**config.mk**
```make
export PLATFORM = sky130hd
export DESIGN_NAME = console_track_edit_control
export DESIGN_NICKNAME = d
export VERILOG_FILES = /design/src/console_pkg.sv /design/src/key_sync.sv /design/src/console_track_edit_control.sv
export VERILOG_INCLUDE_DIRS = /design/src
export SDC_FILE = /design/constraint.sdc
export NUM_CORES = 1
export LEC_CHECK = 0
export BUFFER_PORTS_ARGS = -buffer_cell sky130_fd_sc_hd__buf_4
export CAP_MARGIN = 15
export CORE_ASPECT_RATIO = 0.75
export CORE_MARGIN = 3
export CORE_UTILIZATION = 25
export DETAILED_ROUTE_END_ITERATION = 8
export PLACE_DENSITY = 0.44
export SYNTH_ARGS = -nofsm -noshare
export SYNTH_HDL_FRONTEND = slang
export SYNTH_HIERARCHICAL = 1
export SYNTH_SLANG_ARGS = --single-unit
```
**constraint.sdc**
```tcl
create_clock -name clock -period 6.32 [get_ports clock]
set_input_delay 1.264 -clock clock [delete_from_list [all_inputs] [get_ports clock]]
set_output_delay 1.264 -clock clock [all_outputs]
set_load 0.005 [all_outputs]
```
**src/console_defs.svh**
```systemverilog
// Constants for the console track edit control
`ifndef CONSOLE_DEFS_SVH
`define CONSOLE_DEFS_SVH
// ==================================================
// Track geometry and character codes
`define CH_W 6
`define POS_W 7
`define STEP_W 6
`define TRACK_LEN 7'd100
`define LAST_POS 7'd99
`define BLANK_CH 6'h00
`define FILE_TRK 6'h29
`define ACC_TRK 6'h24
`define SYNC_W 3
// ==================================================
// Register map and fields
`define ADDR_W 8
`define A_CTRL 8'h00
`define A_KEY 8'h04
`define A_STAT 8'h08
`define A_IRQS 8'h0c
`define A_IRQE 8'h10
`define A_IRQC 8'h14
`define CTRL_MODE 1:0
`define CTRL_SEL 13:8
`define CTRL_MASK 32'h0000_3f03
`define CTRL_RST 32'h0000_0000
`define KEY_KIND 11:8
`define KEY_CH 5:0
`define ST_STATE 2:0
`define ST_FERR 8
`define ST_RUN 9
`define ST_ARM 10
`define ST_POS 22:16
`define IRQ_W 4
`define IRQ_TYPED 0
`define IRQ_WROTE 1
`define IRQ_FILE 2
`define IRQ_HALT 3
`define RESP_OK 2'b00
`define RESP_ERR 2'b10
`endif

```
**src/console_pkg.sv**
```systemverilog
// Types shared by the console track edit control
`default_nettype none
package console_pkg;
  typedef enum logic [3:0] {
    K_CHAR = 4'b0000, K_READ = 4'b0001, K_WRITE = 4'b0010, K_EDIT = 4'b0011,
    K_CLEAR = 4'b0100, K_SPACE = 4'b0101, K_START = 4'b0110, K_ERRCLR = 4'b0111,
    K_STEPLOAD = 4'b1000, K_FORMAT = 4'b1001
  } keykind_t;
  typedef enum logic [2:0] {
    S_IDLE = 3'b000, S_RDSEL = 3'b001, S_WRSEL = 3'b010, S_FILL = 3'b011,
    S_DRUMWR = 3'b100, S_TYPE = 3'b101, S_EDIT = 3'b110
  } state_t;
  typedef enum logic [1:0] {
    M_RUN = 2'b00, M_FMTSTEP = 2'b01, M_SINGLE = 2'b10, M_HALTBEF = 2'b11
  } mode_t;
  typedef enum logic [1:0] {
    D_NONE = 2'b00, D_READ = 2'b01, D_WRITE = 2'b10, D_ZERO = 2'b11
  } drumop_t;
  typedef struct packed {
    keykind_t kind;
    logic [5:0] ch;
  } key_t;
  typedef struct packed {
    drumop_t op;
    logic [5:0] track;
  } drum_req_t;
endpackage
`default_nettype wire

```
**src/key_sync.sv**
```systemverilog
// Two-stage synchronisers for the console switch pins
`timescale 1ns/1ps
`default_nettype none
`include "console_defs.svh"
module key_sync (
  input wire logic clock,
  input wire logic rstn,
  input wire logic [`SYNC_W-1:0] din,
  output logic [`SYNC_W-1:0] dout
);
  logic [`SYNC_W-1:0] meta;
  genvar i;
  generate
    for (i = 0; i < `SYNC_W; i++) begin : g_bit
      always_ff @(posedge clock or negedge rstn) begin
        if (!rstn) begin
          meta[i] <= 1'b0;
          dout[i] <= 1'b0;
        end else begin
          meta[i] <= din[i];
          dout[i] <= meta[i];
        end
      end
    end
  endgenerate
endmodule
`default_nettype wire

```
**src/console_track_edit_control.sv**
```systemverilog
// Console keyboard control: drum track editing, format and program stepping
`timescale 1ns/1ps
`default_nettype none
`include "console_defs.svh"
module console_track_edit_control (
  input wire logic clock,
  input wire logic rstn,
  input wire logic awvalid,
  output logic awready,
  input wire logic [`ADDR_W-1:0] awaddr,
  input wire logic wvalid,
  output logic wready,
  input wire logic [31:0] wdata,
  input wire logic [3:0] wstrb,
  output logic bvalid,
  input wire logic bready,
  output logic [1:0] bresp,
  input wire logic arvalid,
  output logic arready,
  input wire logic [`ADDR_W-1:0] araddr,
  output logic rvalid,
  input wire logic rready,
  output logic [31:0] rdata,
  output logic [1:0] rresp,
  output logic irq,
  input wire logic permitLockPin,
  input wire logic diskPlugPin,
  input wire logic copyHeldPin,
  output console_pkg::drum_req_t drumReq,
  output logic drumReqValid,
  input wire logic drumInValid,
  input wire logic [`CH_W-1:0] drumInCh,
  output logic drumOutValid,
  output logic [`CH_W-1:0] drumOutCh,
  output logic typeValid,
  output logic [`CH_W-1:0] typeCh,
  input wire logic typeReady,
  input wire logic typeRequest,
  output logic formatCycle,
  output logic [1:0] formatSel,
  input wire logic stepBoundary,
  input wire logic [`STEP_W-1:0] nextStep,
  input wire logic diskWriteReq,
  output logic diskWriteGrant,
  output logic runEnable,
  output logic stepGo,
  output logic stepLoad,
  output logic [`STEP_W-1:0] stepLoadValue,
  output logic fileError
);
  // ==================================================
  // Pin synchronisation
  logic permitS, plugS, copyS;
  key_sync u_sync (
    .clock(clock),
    .rstn(rstn),
    .din({copyHeldPin, diskPlugPin, permitLockPin}),
    .dout({copyS, plugS, permitS})
  );

  // ==================================================
  // Register bus
  logic awHave, wHave;
  logic [`ADDR_W-1:0] awQ;
  logic [31:0] wdQ;
  logic [3:0] wsQ;
  logic [31:0] ctrlReg;
  logic [`IRQ_W-1:0] irqEn, irqStat;
  console_pkg::state_t state;
  logic [`POS_W-1:0] pos;
  logic fmtArmed;
  wire wrFire = awHave && wHave && !bvalid;
  wire awMapped = awQ == `A_CTRL || awQ == `A_KEY || awQ == `A_STAT ||
    awQ == `A_IRQS || awQ == `A_IRQE || awQ == `A_IRQC;
  wire arMapped = araddr == `A_CTRL || araddr == `A_KEY || araddr == `A_STAT ||
    araddr == `A_IRQS || araddr == `A_IRQE || araddr == `A_IRQC;
  wire [31:0] wmask = {{8{wsQ[3]}}, {8{wsQ[2]}}, {8{wsQ[1]}}, {8{wsQ[0]}}};
  wire [31:0] statWord = {9'h000, pos, 5'h00, fmtArmed, runEnable, fileError,
    5'h00, state};
  wire [31:0] rdMux = araddr == `A_CTRL ? ctrlReg :
    araddr == `A_STAT ? statWord :
    araddr == `A_IRQS ? {28'h0000000, irqStat} :
    araddr == `A_IRQE ? {28'h0000000, irqEn} : 32'h0000_0000;

  always_ff @(posedge clock or negedge rstn) begin
    if (!rstn) begin
      awready <= 1'b0;
      wready <= 1'b0;
      arready <= 1'b0;
      awHave <= 1'b0;
      wHave <= 1'b0;
      awQ <= '0;
      wdQ <= '0;
      wsQ <= '0;
      bvalid <= 1'b0;
      bresp <= `RESP_OK;
      rvalid <= 1'b0;
      rdata <= '0;
      rresp <= `RESP_OK;
    end else begin
      awready <= awvalid && !awready && !awHave && !bvalid;
      wready <= wvalid && !wready && !wHave && !bvalid;
      arready <= arvalid && !arready && !rvalid;
      if (awvalid && awready) begin
        awHave <= 1'b1;
        awQ <= awaddr;
      end
      if (wvalid && wready) begin
        wHave <= 1'b1;
        wdQ <= wdata;
        wsQ <= wstrb;
      end
      if (wrFire) begin
        awHave <= 1'b0;
        wHave <= 1'b0;
        bvalid <= 1'b1;
        bresp <= awMapped ? `RESP_OK : `RESP_ERR;
      end else if (bready) begin
        bvalid <= 1'b0;
      end
      if (arvalid && arready) begin
        rvalid <= 1'b1;
        rdata <= rdMux;
        rresp <= arMapped ? `RESP_OK : `RESP_ERR;
      end else if (rready) begin
        rvalid <= 1'b0;
      end
    end
  end

  // ==================================================
  // Key decode
  console_pkg::key_t key;
  assign key = '{kind: console_pkg::keykind_t'(wdQ[`KEY_KIND]), ch: wdQ[`KEY_CH]};
  wire keyEvt = wrFire && awQ == `A_KEY;
  wire isChar = keyEvt && key.kind == console_pkg::K_CHAR;
  wire isSpace = keyEvt && key.kind == console_pkg::K_SPACE;
  wire isClear = keyEvt && key.kind == console_pkg::K_CLEAR;
  wire isStart = keyEvt && key.kind == console_pkg::K_START;
  wire selRead = keyEvt && key.kind == console_pkg::K_READ;
  wire selWrite = keyEvt && key.kind == console_pkg::K_WRITE && permitS;
  wire selEdit = keyEvt && key.kind == console_pkg::K_EDIT && permitS;
  wire canSel = state == console_pkg::S_IDLE || state == console_pkg::S_RDSEL ||
    state == console_pkg::S_WRSEL || state == console_pkg::S_EDIT;
  wire typeFree = !typeValid || typeReady;
  wire atEnd = pos == `TRACK_LEN;
  wire last = pos == `LAST_POS;
  console_pkg::mode_t mode;
  assign mode = console_pkg::mode_t'(ctrlReg[`CTRL_MODE]);
  wire [`STEP_W-1:0] selStep = ctrlReg[`CTRL_SEL];

  // ==================================================
  // Buffer track
  logic [`CH_W-1:0] buffer [0:`TRACK_LEN-1];
  logic fillBlank, clearPend;
  wire fillWe = state == console_pkg::S_FILL && (fillBlank || drumInValid);
  wire editWe = state == console_pkg::S_EDIT && typeFree && !atEnd && (isChar || isSpace);
  wire copyGo = state == console_pkg::S_EDIT && typeFree && !atEnd && copyS && permitS;
  wire [`CH_W-1:0] bufWd = fillWe ? (fillBlank ? `BLANK_CH : drumInCh) :
    (isSpace ? `BLANK_CH : key.ch);
  wire [`CH_W-1:0] bufRd = buffer[atEnd ? `LAST_POS : pos];

  always_ff @(posedge clock) begin
    if (fillWe || editWe) begin
      buffer[pos] <= bufWd;
    end
  end

  // ==================================================
  // Edit sequence
  always_ff @(posedge clock or negedge rstn) begin
    if (!rstn) begin
      state <= console_pkg::S_IDLE;
      pos <= '0;
      fillBlank <= 1'b0;
      clearPend <= 1'b0;
      drumReq <= '0;
      drumReqValid <= 1'b0;
      drumOutValid <= 1'b0;
      drumOutCh <= '0;
      typeValid <= 1'b0;
      typeCh <= '0;
    end else begin
      drumReqValid <= 1'b0;
      drumOutValid <= 1'b0;
      if (typeValid && typeReady) begin
        typeValid <= 1'b0;
      end
      if (isClear && state == console_pkg::S_DRUMWR) begin
        clearPend <= 1'b1;
      end
      if (isClear && state != console_pkg::S_DRUMWR) begin
        state <= console_pkg::S_IDLE;
        pos <= '0;
        typeValid <= 1'b0;
      end else if (canSel && (selRead || selWrite || selEdit)) begin
        pos <= '0;
        state <= selRead ? console_pkg::S_RDSEL :
          selWrite ? console_pkg::S_WRSEL : console_pkg::S_EDIT;
      end else begin
        unique case (state)
          console_pkg::S_IDLE: begin
          end
          console_pkg::S_RDSEL: begin
            if (isChar && key.ch == `ACC_TRK) begin
              if (permitS) begin
                drumReq <= '{op: console_pkg::D_ZERO, track: key.ch};
                drumReqValid <= 1'b1;
                state <= console_pkg::S_IDLE;
              end
            end else if (isChar) begin
              drumReq <= '{op: console_pkg::D_READ, track: key.ch};
              drumReqValid <= 1'b1;
              fillBlank <= 1'b0;
              state <= console_pkg::S_FILL;
            end else if (isSpace) begin
              fillBlank <= 1'b1;
              state <= console_pkg::S_FILL;
            end
          end
          console_pkg::S_WRSEL: begin
            if (isChar && key.ch != `FILE_TRK) begin
              drumReq <= '{op: console_pkg::D_WRITE, track: key.ch};
              drumReqValid <= 1'b1;
              state <= console_pkg::S_DRUMWR;
            end
          end
          console_pkg::S_FILL: begin
            if (fillWe) begin
              pos <= last ? '0 : pos + 1'b1;
              if (last) begin
                state <= fillBlank ? console_pkg::S_IDLE : console_pkg::S_TYPE;
              end
            end
          end
          console_pkg::S_DRUMWR: begin
            drumOutValid <= 1'b1;
            drumOutCh <= bufRd;
            pos <= last ? '0 : pos + 1'b1;
            if (last) begin
              clearPend <= 1'b0;
              state <= clearPend || isClear ? console_pkg::S_IDLE : console_pkg::S_TYPE;
            end
          end
          console_pkg::S_TYPE: begin
            if (typeFree && atEnd) begin
              state <= console_pkg::S_IDLE;
              pos <= '0;
            end else if (typeFree) begin
              typeValid <= 1'b1;
              typeCh <= bufRd;
              pos <= pos + 1'b1;
            end
          end
          console_pkg::S_EDIT: begin
            if (editWe) begin
              typeValid <= 1'b1;
              typeCh <= bufWd;
              pos <= pos + 1'b1;
            end else if (copyGo) begin
              typeValid <= 1'b1;
              typeCh <= bufRd;
              pos <= pos + 1'b1;
            end
          end
          default: begin
            state <= console_pkg::S_IDLE;
          end
        endcase
      end
    end
  end

  // ==================================================
  // Format and program stepping
  wire haltHit = stepBoundary && mode == console_pkg::M_HALTBEF &&
    nextStep == selStep && runEnable;
  wire diskBlock = diskWriteReq && !plugS;
  wire fmtKey = keyEvt && key.kind == console_pkg::K_FORMAT && key.ch[1:0] != 2'b00;

  always_ff @(posedge clock or negedge rstn) begin
    if (!rstn) begin
      runEnable <= 1'b0;
      stepGo <= 1'b0;
      formatCycle <= 1'b0;
      formatSel <= 2'b00;
      fmtArmed <= 1'b0;
      diskWriteGrant <= 1'b0;
      fileError <= 1'b0;
      stepLoad <= 1'b0;
      stepLoadValue <= '0;
    end else begin
      stepGo <= 1'b0;
      stepLoad <= 1'b0;
      diskWriteGrant <= diskWriteReq && plugS;
      formatCycle <= mode != console_pkg::M_FMTSTEP && fmtArmed;
      if (isClear) begin
        fmtArmed <= 1'b0;
      end
      if (fmtKey || typeRequest) begin
        fmtArmed <= 1'b1;
        formatSel <= fmtKey ? key.ch[1:0] : 2'b00;
      end
      if (isStart && !fileError) begin
        unique case (mode)
          console_pkg::M_FMTSTEP: formatCycle <= fmtArmed;
          console_pkg::M_SINGLE: begin
            stepGo <= 1'b1;
            runEnable <= 1'b0;
          end
          console_pkg::M_RUN, console_pkg::M_HALTBEF: runEnable <= 1'b1;
        endcase
      end
      if (haltHit) begin
        runEnable <= 1'b0;
      end
      if (keyEvt && key.kind == console_pkg::K_STEPLOAD) begin
        stepLoad <= 1'b1;
        stepLoadValue <= selStep;
      end
      if (keyEvt && key.kind == console_pkg::K_ERRCLR) begin
        fileError <= 1'b0;
      end
      if (diskBlock) begin
        fileError <= 1'b1;
        runEnable <= 1'b0;
      end
    end
  end

  // ==================================================
  // Control registers and interrupts
  wire [`IRQ_W-1:0] irqEvt = {haltHit, diskBlock,
    state == console_pkg::S_DRUMWR && last,
    state == console_pkg::S_TYPE && typeFree && atEnd};
  wire [`IRQ_W-1:0] irqClr = wrFire && awQ == `A_IRQC ? wdQ[`IRQ_W-1:0] & wmask[`IRQ_W-1:0]
    : '0;
  wire [`IRQ_W-1:0] next_irqStat = (irqStat & ~irqClr) | irqEvt;

  always_ff @(posedge clock or negedge rstn) begin
    if (!rstn) begin
      ctrlReg <= `CTRL_RST;
      irqEn <= '0;
      irqStat <= '0;
      irq <= 1'b0;
    end else begin
      if (wrFire && awQ == `A_CTRL) begin
        ctrlReg <= ((ctrlReg & ~wmask) | (wdQ & wmask)) & `CTRL_MASK;
      end
      if (wrFire && awQ == `A_IRQE) begin
        irqEn <= (irqEn & ~wmask[`IRQ_W-1:0]) | (wdQ[`IRQ_W-1:0] & wmask[`IRQ_W-1:0]);
      end
      irqStat <= next_irqStat;
      irq <= |(next_irqStat & irqEn);
    end
  end
endmodule
`default_nettype wire

```
* Word-level counts from Yosys, hierarchy flattened *
Memories as Yosys holds them, arrays and structs flattened.
Cells that the tools add are included.

storage, ports and cells
  flip-flop bits (word level) = 140
  bits in writable memories = 600
  input bits = 79
  word-level logic and storage cells = 319
  memories = 1

cells by class
  $add $sub $neg = 1
  equality and inequality tests = 51
  multiplexer cells = 95
  bitwise operators = 15
  reduce and logical (&&, ||, !) cells = 113

memory list
  memory  depth  bits a word  read ports  clocked after memory_dff  wr ports  line                               source
  buffer  100    6            1           0                         1         console_track_edit_control.sv:154  logic [`CH_W-1:0] buffer [0:`TRACK_LEN-1];

operator list
  operator            number
  $mux 7              9
  $logic_and 1x1->1   53
  $mux 23             2
  $mux 1              45
  $mux 3              15
  $mux 6              7
  $eq 8x4->1 const B  4
  $eq 8x5->1 const B  4
  $mux 8              4
  $and 14x14->14      2
  $pmux 7 s4          1
  $logic_or 1x1->1    21
  $reduce_bool 2->1   10
  $pmux 3 s6          1
  $and 4x4->4         4
  $eq 4x3->1 const B  4
  $eq 8x3->1 const B  2
  $logic_not 8->1     2
  $pmux 8 s2          1
  $eq 7x7->1 const B  2
  $not 14->14         1
  $or 14x14->14       1
  $mux 4              3
  $ne 4x2->1 const B  3
  other kinds (44)    74

* Longest topological paths before layout *
  depth after elaboration = 11
  mapped depth = 15
  mapped depth without buffers = 10

* Modules after synthesis *
Netlist, hierarchy kept.

modules (own cells, without submodules)
  module                      instances  cells an instance  area an instance (um2)  sequential area each (um2)
  console_track_edit_control  1          2,119              29,952.5                20,895.0
  key_sync                    1          6                  150.1                   150.1

* Worst setup path after synthesis *
No wires, ideal clock.

  path kind = input to register
  start = in drumInValid
  end = mem buffer[0][5] in the netlist's numbering (data pin)
  arrival = 3.320 ns
  slack = 2.537 ns
  stages = 2
  cell sequence = nor4b_1 a22o_1

between the ends
  cells in the longest elaborated chain, start to end = 3

ends and longest elaborated chain
  what                line                               source
  from (decl)         console_track_edit_control.sv:31   input wire logic drumInValid,
  $logic_or 1x1->1    console_track_edit_control.sv:156  wire fillWe = state == console_pkg::S_FILL && (fillBlank || drumInValid);
  $logic_and 1x1->1   console_track_edit_control.sv:156
  $mux 6              console_track_edit_control.sv:159  wire [`CH_W-1:0] bufWd = fillWe ? (fillBlank ? `BLANK_CH : drumInCh) :
  named net bufWd[5]  console_track_edit_control.sv:159
  to (decl)           console_track_edit_control.sv:154

The timed path passes the listed nets, and every way through them passes these cells.

* Worst setup path after layout *
  start = reg pos[1]
  end = reg typeCh[1]

between the ends
  cells in the longest elaborated chain, start to end = 7

ends and longest elaborated chain
  what                                                   line                               source
  from (decl)                                            console_track_edit_control.sv:70   logic [`POS_W-1:0] pos;
  from (signal assigned)                                 console_track_edit_control.sv:230  pos <= last ? '0 : pos + 1'b1;
  from (signal assigned)                                 console_track_edit_control.sv:239  pos <= last ? '0 : pos + 1'b1;
  from (signal assigned)                                 console_track_edit_control.sv:252  pos <= pos + 1'b1;
  branches (longest 7 deep; another with $mem_v2 100x6)  -
  to (signal assigned)                                   console_track_edit_control.sv:251  typeCh <= bufRd;
  to (signal assigned)                                   console_track_edit_control.sv:258  typeCh <= bufWd;
  to (signal assigned)                                   console_track_edit_control.sv:262  typeCh <= bufRd;
  to (decl)                                              console_track_edit_control.sv:36   output logic [`CH_W-1:0] typeCh,

Parallel ways; which one is timed is not known. The select of a mux whose other input is x is not followed.
A chain may end at the register's enable or synchronous reset.

==> impl_metrics.json <==
{
  "status": "finished, final reports clean",
  "cp-startpoint": "pos[1]",
  "overflow": 0,
  "drt_iter0_markers": 1670,
  "ff_latch_area_um2": 21050,
  "peakVddDrop_v": 0.0002281,
  "grt_max_degree": 110,
  "drv_cap": 0,
  "fin_crit_sh_pct": 71.62,
  "worst_slew_pin_slew_ps": 1184,
  "fmaxAchievable_ghz": 0.2209,
  "synth_area_per_cell_um2": 14.17,
  "cts_resized": 0,
  "ys_warn_count": 6,
  "gr-usage-all-layers_pct": 14.93,
  "drive_gt1_share_pct": 17.95,
  "cts_buffer_depth": 3,
  "arrival_ps": 5080,
  "min_path_type": "reg2reg",
  "synth_cell_types": 81,
  "cts_setup_buffers": 0,
  "finalHoldViolCount": 0,
  "tns_ps": 0,
  "dr.pass1.iters": 6,
  "coreArea_um2": 118700,
  "required_ps": 6870,
  "dieArea_um2": 124700,
  "clk-insertion-delay-late_ps": 640,
  "ctsHtreeMaxLevel": 3,
  "met3_usage_pct": 3.035,
  "numPortBuffers": 118,
  "syn_inst": 2125,
  "skew_ps": 32.00,
  "hold_path_startpoint": "u_sync/meta[2]",
  "initial_core_util_pct": 25.37,
  "wire_per_inst_um": 24.63,
  "grt_setup_unrepaired": "no",
  "busiest_layer": "met1",
  "syn_area_um2": 30100,
  "worstSetupEndpointType": "flip-flop",
  "cts_root_buffer": "clkbuf_16",
  "hold_buffers": 0,
  "synth_edf_count": 600,
  "postLayoutCoreUtil_pct": 29.53,
  "synth_seq_area_share_pct": 69.91,
  "viasPerCell": 4.939,
  "grt_pass1_vias": 18750,
  "wirelength_um": 94820,
  "ys_ff_latch": 721,
  "grt_pass1_wl_um": 136700,
  "die_x_um": 406.7,
  "crit_fanout": 48,
  "slew_headroom_pct": 19.01,
  "antenna_left": 0,
  "io_pins": 158,
  "cts_buffers": 78,
  "setup_violations": 0,
  "critical_path_class": "reg2reg",
  "r2r-start": "pos[1]",
  "fillCellCount": 11880,
  "diodes": 0,
  "setup_slack_ps": 1793,
  "clkTransAtPathRegs_ps": 60,
  "p_per_area_nw_per_um2": 351.5,
  "cts_num_sinks": 721,
  "min_period_ps": 4527,
  "routed-via-count": 19010,
  "antenna_found_initial": 0,
  "ys.flop_type": "edfxtp_1",
  "rows": 109,
  "place_congestion": 0.8395,
  "dpl.hpwl_um": 60890,
  "worstSetupStartpointType": "flip-flop",
  "met2_usage_pct": 22.04,
  "area_growth_pct": 16.39,
  "synthArstFlopShare_pct": 16.78,
  "final_nets": 2320,
  "use_met1_pct": 22.33,
  "cts_tree": "built",
  "drc_errors": 0,
  "die-height_um": 306.5,
  "multi_input_area_um2": 8245,
  "power.leakage_nw": 11.85,
  "dp_slack_ps": 1799,
  "slew_viol_final": 0
}
==> critical path, cell delays in order (launching register included) <==
cell and delay [ps]:
dfrtp_4 730, inv_2 80, ha_1 280, and2_1 370, a21oi_4 700, buf_12 320
nand2_1 90, a32oi_1 550, a311oi_1 180, or4_1 650, or2_1 240, a31oi_1 160
==> synth_stat cells (all sizes together) (7+ instances only) <==
master,n,area (µm²)
a211oi,25,187.7
a21oi,81,427.9
a221o,11,110.1
a221oi,53,464.2
a22o,7,61.31
a22oi,8,60.06
a31oi,24,150.1
a32oi,23,201.4
and2,19,118.9
and3,10,62.56
buf,96,651.9
clkbuf,58,217.7
dfrtp,121,3028
edfxtp,600,18020
inv,20,75.07
mux2,97,1092
mux2i,103,1031
nand2,181,684.4
nand2b,16,100.1
nand3,43,215.2
nand4,8,50.05
nor2,151,571.8
nor2b,14,87.58
nor3,11,55.05
nor4,8,50.05
o211ai,17,127.6
o21a,9,67.56
o21ai,174,885.9
o2bb2ai,10,87.58
or2,7,43.79
or4,7,52.55
==> cell usage in the layout, fill, tap and decap left out, types with 12 or more instances in the layout <==
master and n:
a211oi_1 25, a21oi_1 78, a221oi_1 53, a31oi_1 24
a32oi_1 23, and2_1 17, buf_4 162, clkbuf_1 19
clkbuf_16 81, clkinv_1 12, clkinv_2 17, conb_1 17
dfrtp_1 118, edfxtp_1 600, inv_1 18, mux2_2 97
mux2i_1 103, nand2_1 179, nand2b_1 16, nand3_1 43
nor2_1 149, nor2b_1 13, o211ai_1 17, o21ai_0 171
==> worst paths after layout <==
path	endpoint	slack, ps	cells past startpoint
max	typeCh[1]	1790	11
max reg2reg	typeCh[1]	1790	11
min	u_sync/dout[2]	340	0
max in group asynchronous	pos[0]	4280	2
min in group asynchronous	drumOutCh[5]	790	1
min reg2reg	u_sync/dout[2]	340	0
==> power by group <==
part / total (W) / switching [W] / internal [W]
clock: 0.00435 / 0.00190 / 0.00245
combinational: 0.00190 / 0.00143 / 0.000477
sequential: 0.00606 / 0.000193 / 0.00587
==> logic make-up (layout without fill, tap and decap cells) <==
| logic type | after synthesis | in the layout | synth area share [%] |
|---|---|---|---|
| flip-flops | 721 | 721 | 69.91 |
| AO/OA/AOI/OAI | 510 | 510 | 11.35 |
| AND/OR/NAND/NOR | 502 | 502 | 7.702 |
| multiplexers | 206 | 206 | 7.502 |
| buffers and inverters | 174 | 328 | 3.138 |
| XOR/XNOR | 6 | 6 | 0.1746 |
| adder cells (fa/ha/maj) | 5 | 5 | 0.2078 |
| other | 1 | 17 | 0.01246 |
==> flip-flops by register name, summed over array words and instances, names as in the netlist, 2 cells and up, named ones only <==
name / cells
buffer: 600
rdata: 17
wdQ: 12
awQ: 8
drumReq: 8
pos: 7
drumOutCh: 6
stepLoadValue: 6
typeCh: 6
irqStat: 4
state: 3
u_sync/dout: 3
u_sync/meta: 3
formatSel: 2
wsQ: 2
==> stage by stage <==
| stage | hold WS (ps) | power, W | area, µm² | cells |
|---|---|---|---|---|
| global placement | 334.1 | 0.008057 | 32660 | 3709 |
| global route | 345.7 | 0.01277 | 35040 | 3849 |
| floorplan | 331.2 | 0.007145 | 30160 | 2141 |
| finish | 341.1 | 0.01231 | 35040 | 3849 |
| detailed placement | 339.3 | 0.008101 | 32660 | 3709 |
| CTS | 342.6 | 0.01245 | 35030 | 3848 |
==> metal layers <==
layer,wire length [µm],part of all wire (%),vias to the layer above
li1,-,-,8387
met4,1859,2.0,0
met3,6795,7.2,109
met1,44800,47,9844
met5,0,0,-
met2,41360,44,672
==> area by class of cell <==
type | count | share of cell area [%]
Tap cell | 1554 | 5.550
Clock buffer | 102 | 6.067
Clock inverter | 37 | 0.7142
Multi-Input combinational cell | 1246 | 23.53
Timing Repair Buffer | 169 | 3.828
Sequential cell | 721 | 60.09
Inverter | 20 | 0.2143
Note: power is estimated with default switching activity, not from simulation.
